File: src/logic/rerp_pkg.sv
// Shared constants for the read error-recovery policy controller.
package rerp_pkg;

   // Register offsets, one byte each.
   localparam logic [3:0] OFS_FLAGS  = 4'h2;
   localparam logic [3:0] OFS_RETRY  = 4'h3;
   localparam logic [3:0] OFS_SPAN   = 4'h4;
   localparam logic [3:0] OFS_RSV5   = 4'h5;
   localparam logic [3:0] OFS_RSV6   = 4'h6;
   localparam logic [3:0] OFS_RSV7   = 4'h7;
   localparam logic [3:0] OFS_STATUS = 4'h8;

   // Bit positions in the flags byte.
   localparam int BIT_DISABLE_CORR = 0;
   localparam int BIT_STOP_XFER    = 1;
   localparam int BIT_POST_ERROR   = 2;
   localparam int BIT_EARLY_CORR   = 3;
   localparam int BIT_READ_CONT    = 4;
   localparam int BIT_XFER_BAD     = 5;
   localparam int BIT_AUTO_RD_REAL = 6;
   localparam int BIT_AUTO_WR_REAL = 7;

   // Bit positions in the status byte.
   localparam int BIT_ST_INVALID = 0;
   localparam int BIT_ST_BUSY    = 1;
   localparam int BIT_ST_PENDING = 2;
   localparam int BIT_ST_HALTED  = 3;

   // Values after reset.
   localparam logic [7:0] RST_FLAGS_STORED  = 8'h00;
   localparam logic [7:0] RST_FLAGS_SHIPPED = 8'hC0;
   localparam logic [7:0] RST_RETRY         = 8'h08;
   localparam logic [7:0] RST_SPAN          = 8'h10;

   // Correction limits in bits.
   localparam logic [7:0] MAX_SINGLE_BURST = 8'h30;
   localparam logic [7:0] MAX_DOUBLE_BURST = 8'h18;

   // Sense keys shown with a check condition.
   localparam logic [3:0] SENSE_NONE      = 4'h0;
   localparam logic [3:0] SENSE_RECOVERED = 4'h1;
   localparam logic [3:0] SENSE_MEDIUM    = 4'h3;

   // Recovery engine states.
   typedef enum logic [0:0] {
      ST_IDLE = 1'b0,
      ST_WAIT = 1'b1
   } rerp_state_t;

endpackage : rerp_pkg

File: src/logic/rerp_ctrl.sv
// Read error-recovery policy controller: mode flags, retry loop and error reporting.
// How it works
// - Early correction corrects on the first nonzero syndrome, skipping rereads if correctable.
// - Only data rereads are steered; seek and message retries are untouched.
// - Read-continuous masks early correction; early correction off means normal recovery.
// - Read-continuous sends every block at once and never raises check condition.
// - Transfer-bad-block set sends the unrecovered block in the same cycle as check condition.
// - Auto read reallocation requests reassignment on a stable nonzero syndrome.
// - Read-continuous masks auto read reallocation; shipped reset value sets it.
// - Auto write reallocation requests reassignment when a block cannot be written.
// - Retry count bounds the rereads before correction; reset value eight.
// - Correction handles one burst up to 48 or double burst up to 24 bits.
// - Default mode retries, corrects where possible, reports only uncorrectable errors.
// - Disable-correction alone retries, never corrects, halts and reports on failure.
// - Post-error alone recovers normally, reports recovered errors after the transfer.
// - Post-error with disable-correction reports reread recoveries after the transfer.
// - Post-error with stop-transfer retries, corrects, then halts on any error.
// - Post, stop and disable-correction retry without correction, failure is unrecoverable.
// - Early alone corrects at once if possible, otherwise retries, reports unrecoverable only.
// - Early with post-error reports all errors, recovered ones after the transfer.
// - Early, post and stop-transfer halt the transfer on any detected error.
// - Data-strobe offset and recovery-time bytes store nothing and read zero.
// - Stop-transfer acts only with post-error set and read-continuous clear.
// - Disable-correction suppresses correction unless read-continuous is set.
//
// Chosen here: the address-and-strobe port and the placing of the registers.
`timescale 1ns/100ps

module rerp_ctrl #(
   parameter bit SHIPPED = 1'b1
) (
   // Clock and reset
   input  wire logic        CLK,
   input  wire logic        RST,
   // Register port
   input  wire logic [3:0]  ADDR,
   input  wire logic [7:0]  WDATA,
   input  wire logic        WR,
   input  wire logic        RD,
   output logic      [7:0]  RDATA,
   // Read channel results
   input  wire logic        BLK_START,
   input  wire logic        REREAD_VALID,
   input  wire logic [15:0] SYND,
   input  wire logic [7:0]  ERR_SPAN,
   input  wire logic        ERR_DOUBLE,
   // Command framing and write faults
   input  wire logic        CMD_END,
   input  wire logic        WR_FAULT,
   // Recovery actions
   output logic             REREAD_REQ,
   output logic             ECC_APPLY,
   output logic             BLK_SEND,
   output logic             BLK_DONE,
   output logic             XFER_HALT,
   output logic             RD_REALLOC,
   output logic             WR_REALLOC,
   // Status towards the initiator
   output logic             CHECK_COND,
   output logic      [3:0]  SENSE_KEY,
   output logic             BUSY
);

   localparam logic [7:0] RST_FLAGS = SHIPPED ? rerp_pkg::RST_FLAGS_SHIPPED
                                              : rerp_pkg::RST_FLAGS_STORED;

   // Pattern order is early, post, stop-transfer, disable-correction.
   function automatic logic flags_legal(input logic [3:0] p);
      logic ok;
      ok = 1'b1;
      if (p == 4'h2 || p == 4'h3 || p == 4'h9 || p == 4'hA ||
          p == 4'hB || p == 4'hD || p == 4'hF) begin
         ok = 1'b0;
      end
      return ok;
   endfunction : flags_legal

   // Stored settings.
   logic [7:0]  flags_ff;
   logic [7:0]  retry_ff;
   logic [7:0]  span_ff;
   logic        invalid_ff;
   logic [7:0]  rdata_ff;

   // Recovery engine.
   rerp_pkg::rerp_state_t state_ff;
   rerp_pkg::rerp_state_t nxt_state;
   logic [7:0]  tries_ff;
   logic [7:0]  nxt_tries;
   logic [15:0] prev_synd_ff;
   logic        pending_ff;
   logic        halted_ff;

   // Registered outputs.
   logic        reread_ff;
   logic        ecc_ff;
   logic        send_ff;
   logic        done_ff;
   logic        halt_ff;
   logic        rd_real_ff;
   logic        wr_real_ff;
   logic        check_ff;
   logic [3:0]  sense_ff;
   logic        busy_ff;

   // Effective flags after masking.
   wire         read_cont   = flags_ff[rerp_pkg::BIT_READ_CONT];
   wire         post_err    = flags_ff[rerp_pkg::BIT_POST_ERROR];
   wire         early_eff   = flags_ff[rerp_pkg::BIT_EARLY_CORR] & ~read_cont;
   wire         stop_eff    = flags_ff[rerp_pkg::BIT_STOP_XFER] & post_err
                              & ~read_cont;
   wire         nocorr_eff  = flags_ff[rerp_pkg::BIT_DISABLE_CORR] & ~read_cont;
   wire         xfer_bad    = flags_ff[rerp_pkg::BIT_XFER_BAD];
   wire         rd_real_eff = flags_ff[rerp_pkg::BIT_AUTO_RD_REAL] & ~read_cont;
   wire         wr_real_eff = flags_ff[rerp_pkg::BIT_AUTO_WR_REAL];

   // Register decoding.
   wire         wr_flags = WR && (ADDR == rerp_pkg::OFS_FLAGS);
   wire         wr_retry = WR && (ADDR == rerp_pkg::OFS_RETRY);
   wire         wr_span  = WR && (ADDR == rerp_pkg::OFS_SPAN);
   wire         wr_stat  = WR && (ADDR == rerp_pkg::OFS_STATUS);
   wire [3:0]   wr_pat   = {WDATA[rerp_pkg::BIT_EARLY_CORR], WDATA[rerp_pkg::BIT_POST_ERROR],
                            WDATA[rerp_pkg::BIT_STOP_XFER], WDATA[rerp_pkg::BIT_DISABLE_CORR]};
   wire         wr_bad   = wr_flags && !flags_legal(wr_pat);
   wire [7:0]   status   = {4'h0, halted_ff, pending_ff, (state_ff == rerp_pkg::ST_WAIT),
                            invalid_ff};
   logic [7:0]  rd_mux;

   // Bytes five to seven and unmapped offsets read zero.
   always_comb begin
      if (ADDR == rerp_pkg::OFS_FLAGS) begin
         rd_mux = flags_ff;
      end else if (ADDR == rerp_pkg::OFS_RETRY) begin
         rd_mux = retry_ff;
      end else if (ADDR == rerp_pkg::OFS_SPAN) begin
         rd_mux = span_ff;
      end else if (ADDR == rerp_pkg::OFS_STATUS) begin
         rd_mux = status;
      end else begin
         rd_mux = 8'h00;
      end
   end

   // Correctability of the current error within the programmed span.
   wire [7:0]   burst_max = ERR_DOUBLE ? rerp_pkg::MAX_DOUBLE_BURST
                                       : rerp_pkg::MAX_SINGLE_BURST;
   wire         in_span   = (ERR_SPAN <= burst_max) && (ERR_SPAN <= span_ff);
   wire         corr_ok   = in_span && !nocorr_eff;

   // Classification of the result on the read channel.
   wire         first     = BLK_START && (state_ff == rerp_pkg::ST_IDLE);
   wire         reread    = REREAD_VALID && (state_ff == rerp_pkg::ST_WAIT);
   wire         synd_zero = (SYND == 16'h0000);
   wire         stable    = reread && !synd_zero && (SYND == prev_synd_ff);
   // The count is taken from the flop side so the retry decision does not loop on itself.
   wire [7:0]   tries_inc = tries_ff + 8'h01;
   wire         exhausted = (tries_inc >= retry_ff);

   // Outcome of this cycle.
   logic        res_good;
   logic        res_ignore;
   logic        res_corr;
   logic        res_unrec;
   logic        res_reread;
   logic        res_retried;

   always_comb begin
      nxt_state   = state_ff;
      nxt_tries   = tries_ff;
      res_good    = 1'b0;
      res_ignore  = 1'b0;
      res_corr    = 1'b0;
      res_unrec   = 1'b0;
      res_reread  = 1'b0;
      res_retried = 1'b0;
      if (first) begin
         nxt_tries = 8'h00;
         if (synd_zero) begin
            res_good = 1'b1;
         end else if (read_cont) begin
            res_ignore = 1'b1;
         end else if (early_eff && corr_ok) begin
            res_corr = 1'b1;
         end else if (retry_ff == 8'h00) begin
            res_corr  = corr_ok;
            res_unrec = !corr_ok;
         end else begin
            res_reread = 1'b1;
            nxt_state  = rerp_pkg::ST_WAIT;
         end
      end else if (reread) begin
         nxt_tries   = tries_inc;
         res_retried = 1'b1;
         if (synd_zero) begin
            res_good = 1'b1;
         end else if (stable || exhausted) begin
            res_corr  = corr_ok;
            res_unrec = !corr_ok;
         end else begin
            res_reread = 1'b1;
         end
         if (!res_reread) begin
            nxt_state = rerp_pkg::ST_IDLE;
         end
      end
   end

   // Block-level decisions.
   wire         resolved  = res_good || res_ignore || res_corr || res_unrec;
   wire         recovered = res_corr || (res_good && res_retried);
   wire         send      = res_good || res_ignore || res_corr
                            || (res_unrec && xfer_bad);
   wire         halt_now  = res_unrec || (recovered && stop_eff);
   wire         defer     = recovered && post_err && !stop_eff;
   // A recovery that resolves in the command's last cycle is reported, not lost to the clear.
   wire         end_check = CMD_END && (pending_ff || defer) && !halted_ff;

   // Sense key for the check condition raised in this cycle.
   wire [3:0]   nxt_sense = res_unrec ? rerp_pkg::SENSE_MEDIUM
                                      : rerp_pkg::SENSE_RECOVERED;

   // Register file.
   always_ff @(posedge CLK) begin
      if (RST) begin
         flags_ff <= RST_FLAGS;
      end else if (wr_flags && !wr_bad) begin
         flags_ff <= WDATA;
      end
   end

   always_ff @(posedge CLK) begin
      if (RST) begin
         retry_ff <= rerp_pkg::RST_RETRY;
      end else if (wr_retry) begin
         retry_ff <= WDATA;
      end
   end

   always_ff @(posedge CLK) begin
      if (RST) begin
         span_ff <= rerp_pkg::RST_SPAN;
      end else if (wr_span) begin
         span_ff <= WDATA;
      end
   end

   // A new refusal wins over a clear in the same cycle.
   always_ff @(posedge CLK) begin
      if (RST) begin
         invalid_ff <= 1'b0;
      end else if (wr_bad) begin
         invalid_ff <= 1'b1;
      end else if (wr_stat && WDATA[rerp_pkg::BIT_ST_INVALID]) begin
         invalid_ff <= 1'b0;
      end
   end

   always_ff @(posedge CLK) begin
      if (RST) begin
         rdata_ff <= 8'h00;
      end else begin
         rdata_ff <= RD ? rd_mux : 8'h00;
      end
   end

   // Engine state and retry tracking.
   always_ff @(posedge CLK) begin
      if (RST) begin
         state_ff     <= rerp_pkg::ST_IDLE;
         tries_ff     <= 8'h00;
         prev_synd_ff <= 16'h0000;
      end else begin
         state_ff <= nxt_state;
         tries_ff <= nxt_tries;
         if (first || reread) begin
            prev_synd_ff <= SYND;
         end
      end
   end

   // Deferred report for the current command.
   always_ff @(posedge CLK) begin
      if (RST) begin
         pending_ff <= 1'b0;
      end else if (CMD_END) begin
         pending_ff <= 1'b0;
      end else if (defer) begin
         pending_ff <= 1'b1;
      end
   end

   // Halt bookkeeping for the current command.
   always_ff @(posedge CLK) begin
      if (RST) begin
         halted_ff <= 1'b0;
      end else if (CMD_END) begin
         halted_ff <= 1'b0;
      end else if (halt_now) begin
         halted_ff <= 1'b1;
      end
   end

   // Action pulses; rereads are data rereads only, positioning is left alone.
   always_ff @(posedge CLK) begin
      if (RST) begin
         reread_ff  <= 1'b0;
         ecc_ff     <= 1'b0;
         send_ff    <= 1'b0;
         done_ff    <= 1'b0;
         halt_ff    <= 1'b0;
      end else begin
         reread_ff  <= res_reread;
         ecc_ff     <= res_corr;
         send_ff    <= send;
         done_ff    <= resolved;
         halt_ff    <= halt_now;
      end
   end

   // Reallocation requests.
   always_ff @(posedge CLK) begin
      if (RST) begin
         rd_real_ff <= 1'b0;
         wr_real_ff <= 1'b0;
      end else begin
         rd_real_ff <= stable && rd_real_eff;
         wr_real_ff <= WR_FAULT && wr_real_eff;
      end
   end

   // Check condition for halts and deferred reports.
   always_ff @(posedge CLK) begin
      if (RST) begin
         check_ff <= 1'b0;
      end else begin
         check_ff <= halt_now || end_check;
      end
   end

   // Sense key; an unrecovered error overrides a deferred recovered one.
   // The key is cleared at each block start so a stale key is never shown.
   always_ff @(posedge CLK) begin
      if (RST) begin
         sense_ff <= rerp_pkg::SENSE_NONE;
      end else if (halt_now) begin
         sense_ff <= nxt_sense;
      end else if (end_check) begin
         sense_ff <= rerp_pkg::SENSE_RECOVERED;
      end else if (first) begin
         sense_ff <= rerp_pkg::SENSE_NONE;
      end
   end

   // Busy follows the engine state from a flop of its own.
   always_ff @(posedge CLK) begin
      if (RST) begin
         busy_ff <= 1'b0;
      end else begin
         busy_ff <= (nxt_state == rerp_pkg::ST_WAIT);
      end
   end

   assign RDATA      = rdata_ff;
   assign REREAD_REQ = reread_ff;
   assign ECC_APPLY  = ecc_ff;
   assign BLK_SEND   = send_ff;
   assign BLK_DONE   = done_ff;
   assign XFER_HALT  = halt_ff;
   assign RD_REALLOC = rd_real_ff;
   assign WR_REALLOC = wr_real_ff;
   assign CHECK_COND = check_ff;
   assign SENSE_KEY  = sense_ff;
   assign BUSY       = busy_ff;

endmodule : rerp_ctrl

File: config.mk
export PLATFORM = sky130hd
export DESIGN_NAME = rerp_ctrl
export DESIGN_NICKNAME = d
export VERILOG_FILES = /design/src/logic/rerp_pkg.sv /design/src/logic/rerp_ctrl.sv
export SDC_FILE = /design/constraint.sdc
export NUM_CORES = 1
export LEC_CHECK = 0
export ABC_AREA = 1
export BUFFER_PORTS_ARGS = -buffer_cell sky130_fd_sc_hd__buf_4
export CORE_UTILIZATION = 50
export CTS_CLUSTER_SIZE = 8
export DETAILED_ROUTE_END_ITERATION = 6
export PLACE_DENSITY_LB_ADDON = 0.12
export SLEW_MARGIN = 10
export SYNTH_ARGS = -nofsm -noshare
export SYNTH_HDL_FRONTEND = slang
export SYNTH_SLANG_ARGS = --single-unit
export TNS_END_PERCENT = 20
File: constraint.sdc
create_clock -name CLK -period 6.6 [get_ports CLK]
set_input_delay 1.32 -clock CLK [delete_from_list [all_inputs] [get_ports CLK]]
set_output_delay 1.32 -clock CLK [all_outputs]
set_load 0.01 [all_outputs]
# Word level (Yosys, flattened, before mapping)
# Cells that the tools add are included.
classes:
  eq_ne: 17
  order_cmp: 3
  bitwise: 8
  add_sub_neg: 1
  n_reduce_logical: 54
  n_mux: 52
op_table:
  columns: ["operator", "count"]
  rows:
  - ["1-bit 2-to-1 mux", 43]
  - ["4-bit equality test, second input constant", 6]
  - ["8-bit 2-to-1 mux", 3]
  - ["1-bit logical AND", 23]
  - ["16-bit equality test", 1]
  - ["4-bit by 2-bit equality test with 1-bit output, second input constant", 4]
  - ["16-bit zero test", 1]
  - ["1-bit logical OR", 16]
  - ["4-bit 2-to-1 mux", 4]
  - ["2-bit inequality test, second input constant", 5]
  - ["8-bit by 1-bit adder with 8-bit output, second input constant", 1]
  - ["8-bit >= comparator", 1]
  - ["8-bit by 6-bit <= comparator with 1-bit output", 1]
  - ["8-bit <= comparator", 1]
  - ["8-bit zero test", 1]
  - ["1-bit zero test", 6]
  - ["6-bit 2-to-1 mux", 1]
  - ["6-bit AND reduction", 1]
  - ["2-bit OR reduction", 3]
  - ["1-bit bitwise AND", 5]
  - ["4-bit by 3-bit equality test with 1-bit output, second input constant", 1]
  - ["2-bit nonzero test", 2]
  - ["1-bit NOT", 3]
  - ["3-bit nonzero test", 1]
  - ["2-bit 2-to-1 mux", 1]
word_totals:
  out_inout_bits: 21
  register_bits: 72
  elab_cells: 154

# Depth between registers and ports, before layout
logic_depth:
  ltp_word: 17
  ltp_mapped: 21
  depth_no_buf: 21

# Worst setup path before layout
# No wires, ideal clock.
synth_timing:
  kind: "in2reg"
  startpoint: "input port ERR_SPAN[1]"
  endpoint: "register sense_ff[0], in the netlist SENSE_KEY[0]"
  setup_slack_ns: 3.861
  setup_ns: 0.114
  cell_stages: 16
  arrival_ns: 2.625
  path_buffers: 0
  cell_sequence: "ha_1 > inv_1 > o21bai_1 > nand2_1 > nand2_1 > nand2_1 > nand2_1 > nand2_1 > nand2_1 > inv_1 > nand2_1 > nand3_4 > a21oi_2 > nand2_1 > nand2_1 > nand2_1"
synth_via:
  elab_chain_cells: 16
synth_rtl:
  columns: ["item", "line", "rtl"]
  rows:
  - ["from (decl)", "rerp_ctrl.sv:45", "input wire logic [7:0] ERR_SPAN,"]
  - ["8-bit by 6-bit <= comparator with 1-bit output / 8-bit <= comparator (equally long branches)", "rerp_ctrl.sv:147", "wire in_span = (ERR_SPAN <= burst_max) && (ERR_SPAN <= span_ff);"]
  - ["1-bit logical AND *", "rerp_ctrl.sv:147", null]
  - ["1-bit logical AND *", "rerp_ctrl.sv:148", "wire corr_ok = in_span && !nocorr_eff;"]
  - ["1-bit 2-to-1 mux / 1-bit logical AND (equally long branches)", "rerp_ctrl.sv:184, rerp_ctrl.sv:182", null]
  - ["1-bit 2-to-1 mux", "rerp_ctrl.sv:182", "end else if (early_eff && corr_ok) begin"]
  - ["1-bit 2-to-1 mux", "rerp_ctrl.sv:180", "end else if (read_cont) begin"]
  - ["1-bit 2-to-1 mux", "rerp_ctrl.sv:178", "if (synd_zero) begin"]
  - ["1-bit 2-to-1 mux", "rerp_ctrl.sv:176", "if (first) begin"]
  - ["1-bit logical OR", "rerp_ctrl.sv:210", "wire recovered = res_corr || (res_good && res_retried);"]
  - ["1-bit logical AND (2 in series)", "rerp_ctrl.sv:214", "wire defer = recovered && post_err && !stop_eff;"]
  - ["1-bit logical OR", "rerp_ctrl.sv:216", "wire end_check = CMD_END && (pending_ff || defer) && !halted_ff;"]
  - ["1-bit logical AND (2 in series)", "rerp_ctrl.sv:216", null]
  - ["4-bit 2-to-1 mux", "rerp_ctrl.sv:347", "end else if (end_check) begin"]
  - ["4-bit 2-to-1 mux", "rerp_ctrl.sv:345", "end else if (halt_now) begin"]
  - ["to (signal assigned)", "rerp_ctrl.sv:344", "sense_ff <= rerp_pkg::SENSE_NONE;"]
  - ["to (signal assigned)", "rerp_ctrl.sv:346", "sense_ff <= nxt_sense;"]
  - ["to (signal assigned)", "rerp_ctrl.sv:348", "sense_ff <= rerp_pkg::SENSE_RECOVERED;"]
  - ["to (decl)", "rerp_ctrl.sv:103", "logic [3:0] sense_ff;"]
# Every way passes the cells marked *; elsewhere a longest branch is shown, timed or not.
# A chain may end at the register's enable or synchronous reset.

# Worst setup path after layout
layout_timing:
  startpoint: "register tries_ff[0]"
  endpoint: "register sense_ff[0], in the netlist SENSE_KEY[0]"
layout_via:
  elab_chain_cells: 15
layout_rtl:
  columns: ["item", "line", "rtl"]
  rows:
  - ["from (decl)", "rerp_ctrl.sv:88", "logic [7:0] tries_ff;"]
  - ["from (signal assigned)", "rerp_ctrl.sv:274", "tries_ff <= nxt_tries;"]
  - ["8-bit by 1-bit adder with 8-bit output *", "rerp_ctrl.sv:156", "wire [7:0] tries_inc = tries_ff + 8'h01;"]
  - ["via tries_inc[7]", "rerp_ctrl.sv:156", null]
  - ["8-bit >= comparator *", "rerp_ctrl.sv:157", "wire exhausted = (tries_inc >= retry_ff);"]
  - ["1-bit logical OR *", "rerp_ctrl.sv:196", "end else if (stable || exhausted) begin"]
  - ["1-bit 2-to-1 mux", "rerp_ctrl.sv:196", null]
  - ["1-bit 2-to-1 mux", "rerp_ctrl.sv:194", "if (synd_zero) begin"]
  - ["1-bit 2-to-1 mux", "rerp_ctrl.sv:191", "end else if (reread) begin"]
  - ["1-bit 2-to-1 mux", "rerp_ctrl.sv:176", null]
  - ["1-bit logical OR", "rerp_ctrl.sv:210", null]
  - ["1-bit logical AND (2 in series)", "rerp_ctrl.sv:214", null]
  - ["1-bit logical OR", "rerp_ctrl.sv:216", null]
  - ["1-bit logical AND (2 in series)", "rerp_ctrl.sv:216", null]
  - ["4-bit 2-to-1 mux", "rerp_ctrl.sv:347", null]
  - ["4-bit 2-to-1 mux", "rerp_ctrl.sv:345", null]
# The timed path passes the listed nets; every way through them passes the cells marked *.

==> results.py <==
metrics = {
    "synthesis": {
        "yosysMostFrequentCell": "nand2_1",
        "ys_seq_area_frac": 0.3815,
        "async_reset_ff_frac": 0,
        "synth_area_leader_cell": "dfxtp_1",
        "netlist_instances": 521,
        "ys_warn_count": 0,
        "synth_edf_count": 0,
        "synth_area_per_cell_um2": 7.051,
        "synthFlopType": "dfxtp_1",
        "synth_commonest_cells": "104 x nand2_1, 70 x dfxtp_1, 70 x inv_1",
        "synth_cell_type_count": 41,
        "synth_top_area_frac": 0.3815,
        "ys_top_cells_by_area": "dfxtp_1 38%, nand2_1 11%, a21oi_1 7.8%",
        "synth_seq_cells": 70,
        "syn_area_um2": 3674,
    },
    "setup_path": {
        "path_max_fanout": 4,
        "cp.depth": 18,
        "crit_family": "simple AND/OR/NAND/NOR gates",
        "cp-endpoint": "SENSE_KEY[0]$_SDFFE_PP0P_",
        "rr_worst_depth": 18,
        "worstPathCellList": "nand3_1, nand3b_1, nor2_1, nand2_1, xor2_1, inv_1, ha_1, a21o_1, nor2_1, nand2_1, nor2_1, a21oi_2, nand2_2, nand3_4, a21oi_2, nand2_1, nand2_1, nand2_1",
        "crit_path_max_incr_delay_ps": 400,
        "crit_top_cell": "nand2_1",
        "cp_num_buf_inv": 1,
        "startpoint": "tries_ff[0]$_SDFFE_PP0P_",
        "critPathArrivalTime_ps": 3070,
        "cp.required_ps": 6840,
        "start_kind": "flop",
        "worst-setup-path-type": "flop to flop",
        "r2r-end": "SENSE_KEY[0]$_SDFFE_PP0P_",
        "slowest_stage": "dfxtp_1",
        "reg2reg_slack_ps": 3770,
        "cp-end-kind": "flop",
        "rr_startpoint": "tries_ff[0]$_SDFFE_PP0P_",
    },
    "cts": {
        "path_clk_slew_ps": 70,
        "cts_resized": 0,
        "holdBufCountCts": 0,
        "postCtsSetupBuffers": 0,
        "cts_buffers": 9,
        "clock_tree.root_cell": "clkbuf_8",
        "htree_num_levels": 3,
        "cts_tree": "yes",
        "worstSkewPairLatency_ps": 350,
        "cts.sinks": 70,
        "clk_path_buf_depth": 2,
    },
    "routing": {
        "drt-initial-drc-count": 140,
        "route.detailed.drc": 0,
        "drtPass1Iterations": 5,
        "via_count": 3470,
        "routed_via_density": 5.058,
        "wl_per_cell_um": 12.90,
        "drtAntennaViolNets": 0,
        "routed_wl_mm": 8.851,
    },
    "sta": {
        "final_hold_viol_count": 0,
        "fin_skew_ps": 7.020,
        "finalMaxSlewViolations": 0,
        "setup_viol": 0,
        "fin_tns_setup_ps": 0,
        "hold_slack_ps": 467.3,
        "period_share": 0.4289,
        "rsz0062_at_grt": "no",
        "layout_min_cycle_time_ps": 2831,
        "fmax_ghz": 0.3533,
    },
    "placed_design": {
        "io_buffers": 63,
        "hpwl_mm": 6.660,
        "place.gp.congestion": 0.9061,
    },
    "die": {
        "die_area_um2": 7694,
        "core-area_um2": 6944,
        "die_h_um": 87.72,
        "die_w_um": 87.72,
        "ios": 66,
        "rows": 30,
        "initial_core_util": 0.5290,
    },
    "cells_and_area": {
        "antenna_cells": 0,
        "nFillCells": 657,
        "fin_nets": 649,
        "syn2layout_area_growth_pct": 20.27,
        "drive_gt1_frac": 0.1864,
    },
    "global_routing": {
        "grt_usage": 0.2533,
        "grt_max_degree": 45,
        "antenna_found_initial": 0,
        "grt-ovfl-total": 0,
        "grt_pass1_wl_mm": 14.75,
        "grt_pass1_vias": 3220,
    },
    "run": {
        "drv_cap": 0,
    },
    "worst_hold_path": {
        "hp-class": "flop to flop",
    },
    "power": {
        "powerDensity_nw_per_um2": 218.2,
        "ir_worst_vdd_v": 0.0001376,
        "power_leakage_uw": 0.002105,
    },
    "status": {
        "status": "finished, final reports clean",
    },
}
[stage by stage]
stage / total power [µW] / cells / utilization / area (µm²) / setup slack (ps)
3_3_place_gp: 594.3 / 670 / 0.6063 / 4210 / 3604
3_5_place_dp: 598.8 / 670 / 0.6063 / 4210 / 3514
4_1_cts: 971.6 / 686 / 0.6362 / 4418 / 3798
5_1_grt: 1010 / 686 / 0.6362 / 4418 / 3429
6_report: 964.0 / 686 / 0.6362 / 4418 / 3769
2_1_floorplan: 545.7 / 522 / - / 3677 / 3861
[cell usage in the layout (no fill, tap or decap), types with 2 or more instances in the layout]
cell         n
nand2_1    104
dfxtp_1     70
inv_1       70
buf_4       65
nor2_1      58
a21oi_1     57
o21ai_0     46
ha_1        19
nand3_1     13
inv_2       12
xor2_1       9
clkbuf_8     9
nand4_1      7
nand2_2      5
nor2_2       4
a31oi_1      4
clkbuf_1     4
a21oi_2      3
nor2_4       3
o22ai_1      3
nand3b_1     2
o21a_1       2
conb_1       2
bufinv_16    2
[cell families after synthesis]
| group | synth area share |
|---|---|
| other | 0.001021 |
| adders and majority gates | 0.06471 |
| AOI/OAI and AO/OA | 0.1802 |
| xor gates and xnor gates | 0.02384 |
| and+or+nand+nor | 0.2435 |
| buffers and inverters | 0.1052 |
| DFF | 0.3815 |
[worst min path at each step]
stage | depth (start not counted) | startpoint | to
floorplan | 2 | flags_ff[7]$_SDFFE_PP1P_ | WR_REALLOC$_SDFF_PP0_
CTS | 2 | prev_synd_ff[8]$_SDFFE_PP0N_ | prev_synd_ff[8]$_SDFFE_PP0N_
global route | 2 | prev_synd_ff[1]$_SDFFE_PP0N_ | prev_synd_ff[1]$_SDFFE_PP0N_
global placement | 2 | prev_synd_ff[6]$_SDFFE_PP0N_ | prev_synd_ff[6]$_SDFFE_PP0N_
detailed placement | 2 | prev_synd_ff[9]$_SDFFE_PP0N_ | prev_synd_ff[9]$_SDFFE_PP0N_
finish | 2 | prev_synd_ff[9]$_SDFFE_PP0N_ | prev_synd_ff[9]$_SDFFE_PP0N_
[report_power, final]
group | switching (µW) | total (µW) | internal [µW]
clock | 159 | 374 | 214
combinational | 82.0 | 139 | 56.7
sequential | 10.9 | 451 | 441
[sequential cells by signal, indices dropped and copies added (netlist names), 2 cells and up]
signal	count
span_ff	8
tries_ff	8
RDATA	8
prev_synd_ff	16
retry_ff	8
SENSE_KEY	2
flags_ff	8
[final cells by class]
type                    instances  area [µm²]  share of cell area
multi-input cells             356        1889              0.4276
flip-flops and latches         70        1401              0.3172
repair buffers                 65       488.0              0.1105
inverters                      83       311.5             0.07052
clock buffers                  13       138.9             0.03144
well taps                      96       120.1             0.02719
clock inverters                 3       68.82             0.01558
[per-layer routing]
metal | global-route usage | share of wire | vias up
met3 | 0.05278 | 0.048 | 22
met4 | 0.1222 | 0.022 | 0
li1 | - | - | 1799
met1 | 0.3136 | 0.45 | 1538
met2 | 0.4193 | 0.48 | 111
met5 | 0 | 0 | -
[tightest hold or removal path: stages (launching register included)]
cell     delay [ps]
dfxtp_1         310
inv_1            60
a21oi_1          50
Power figures use the tool's default switching activity.
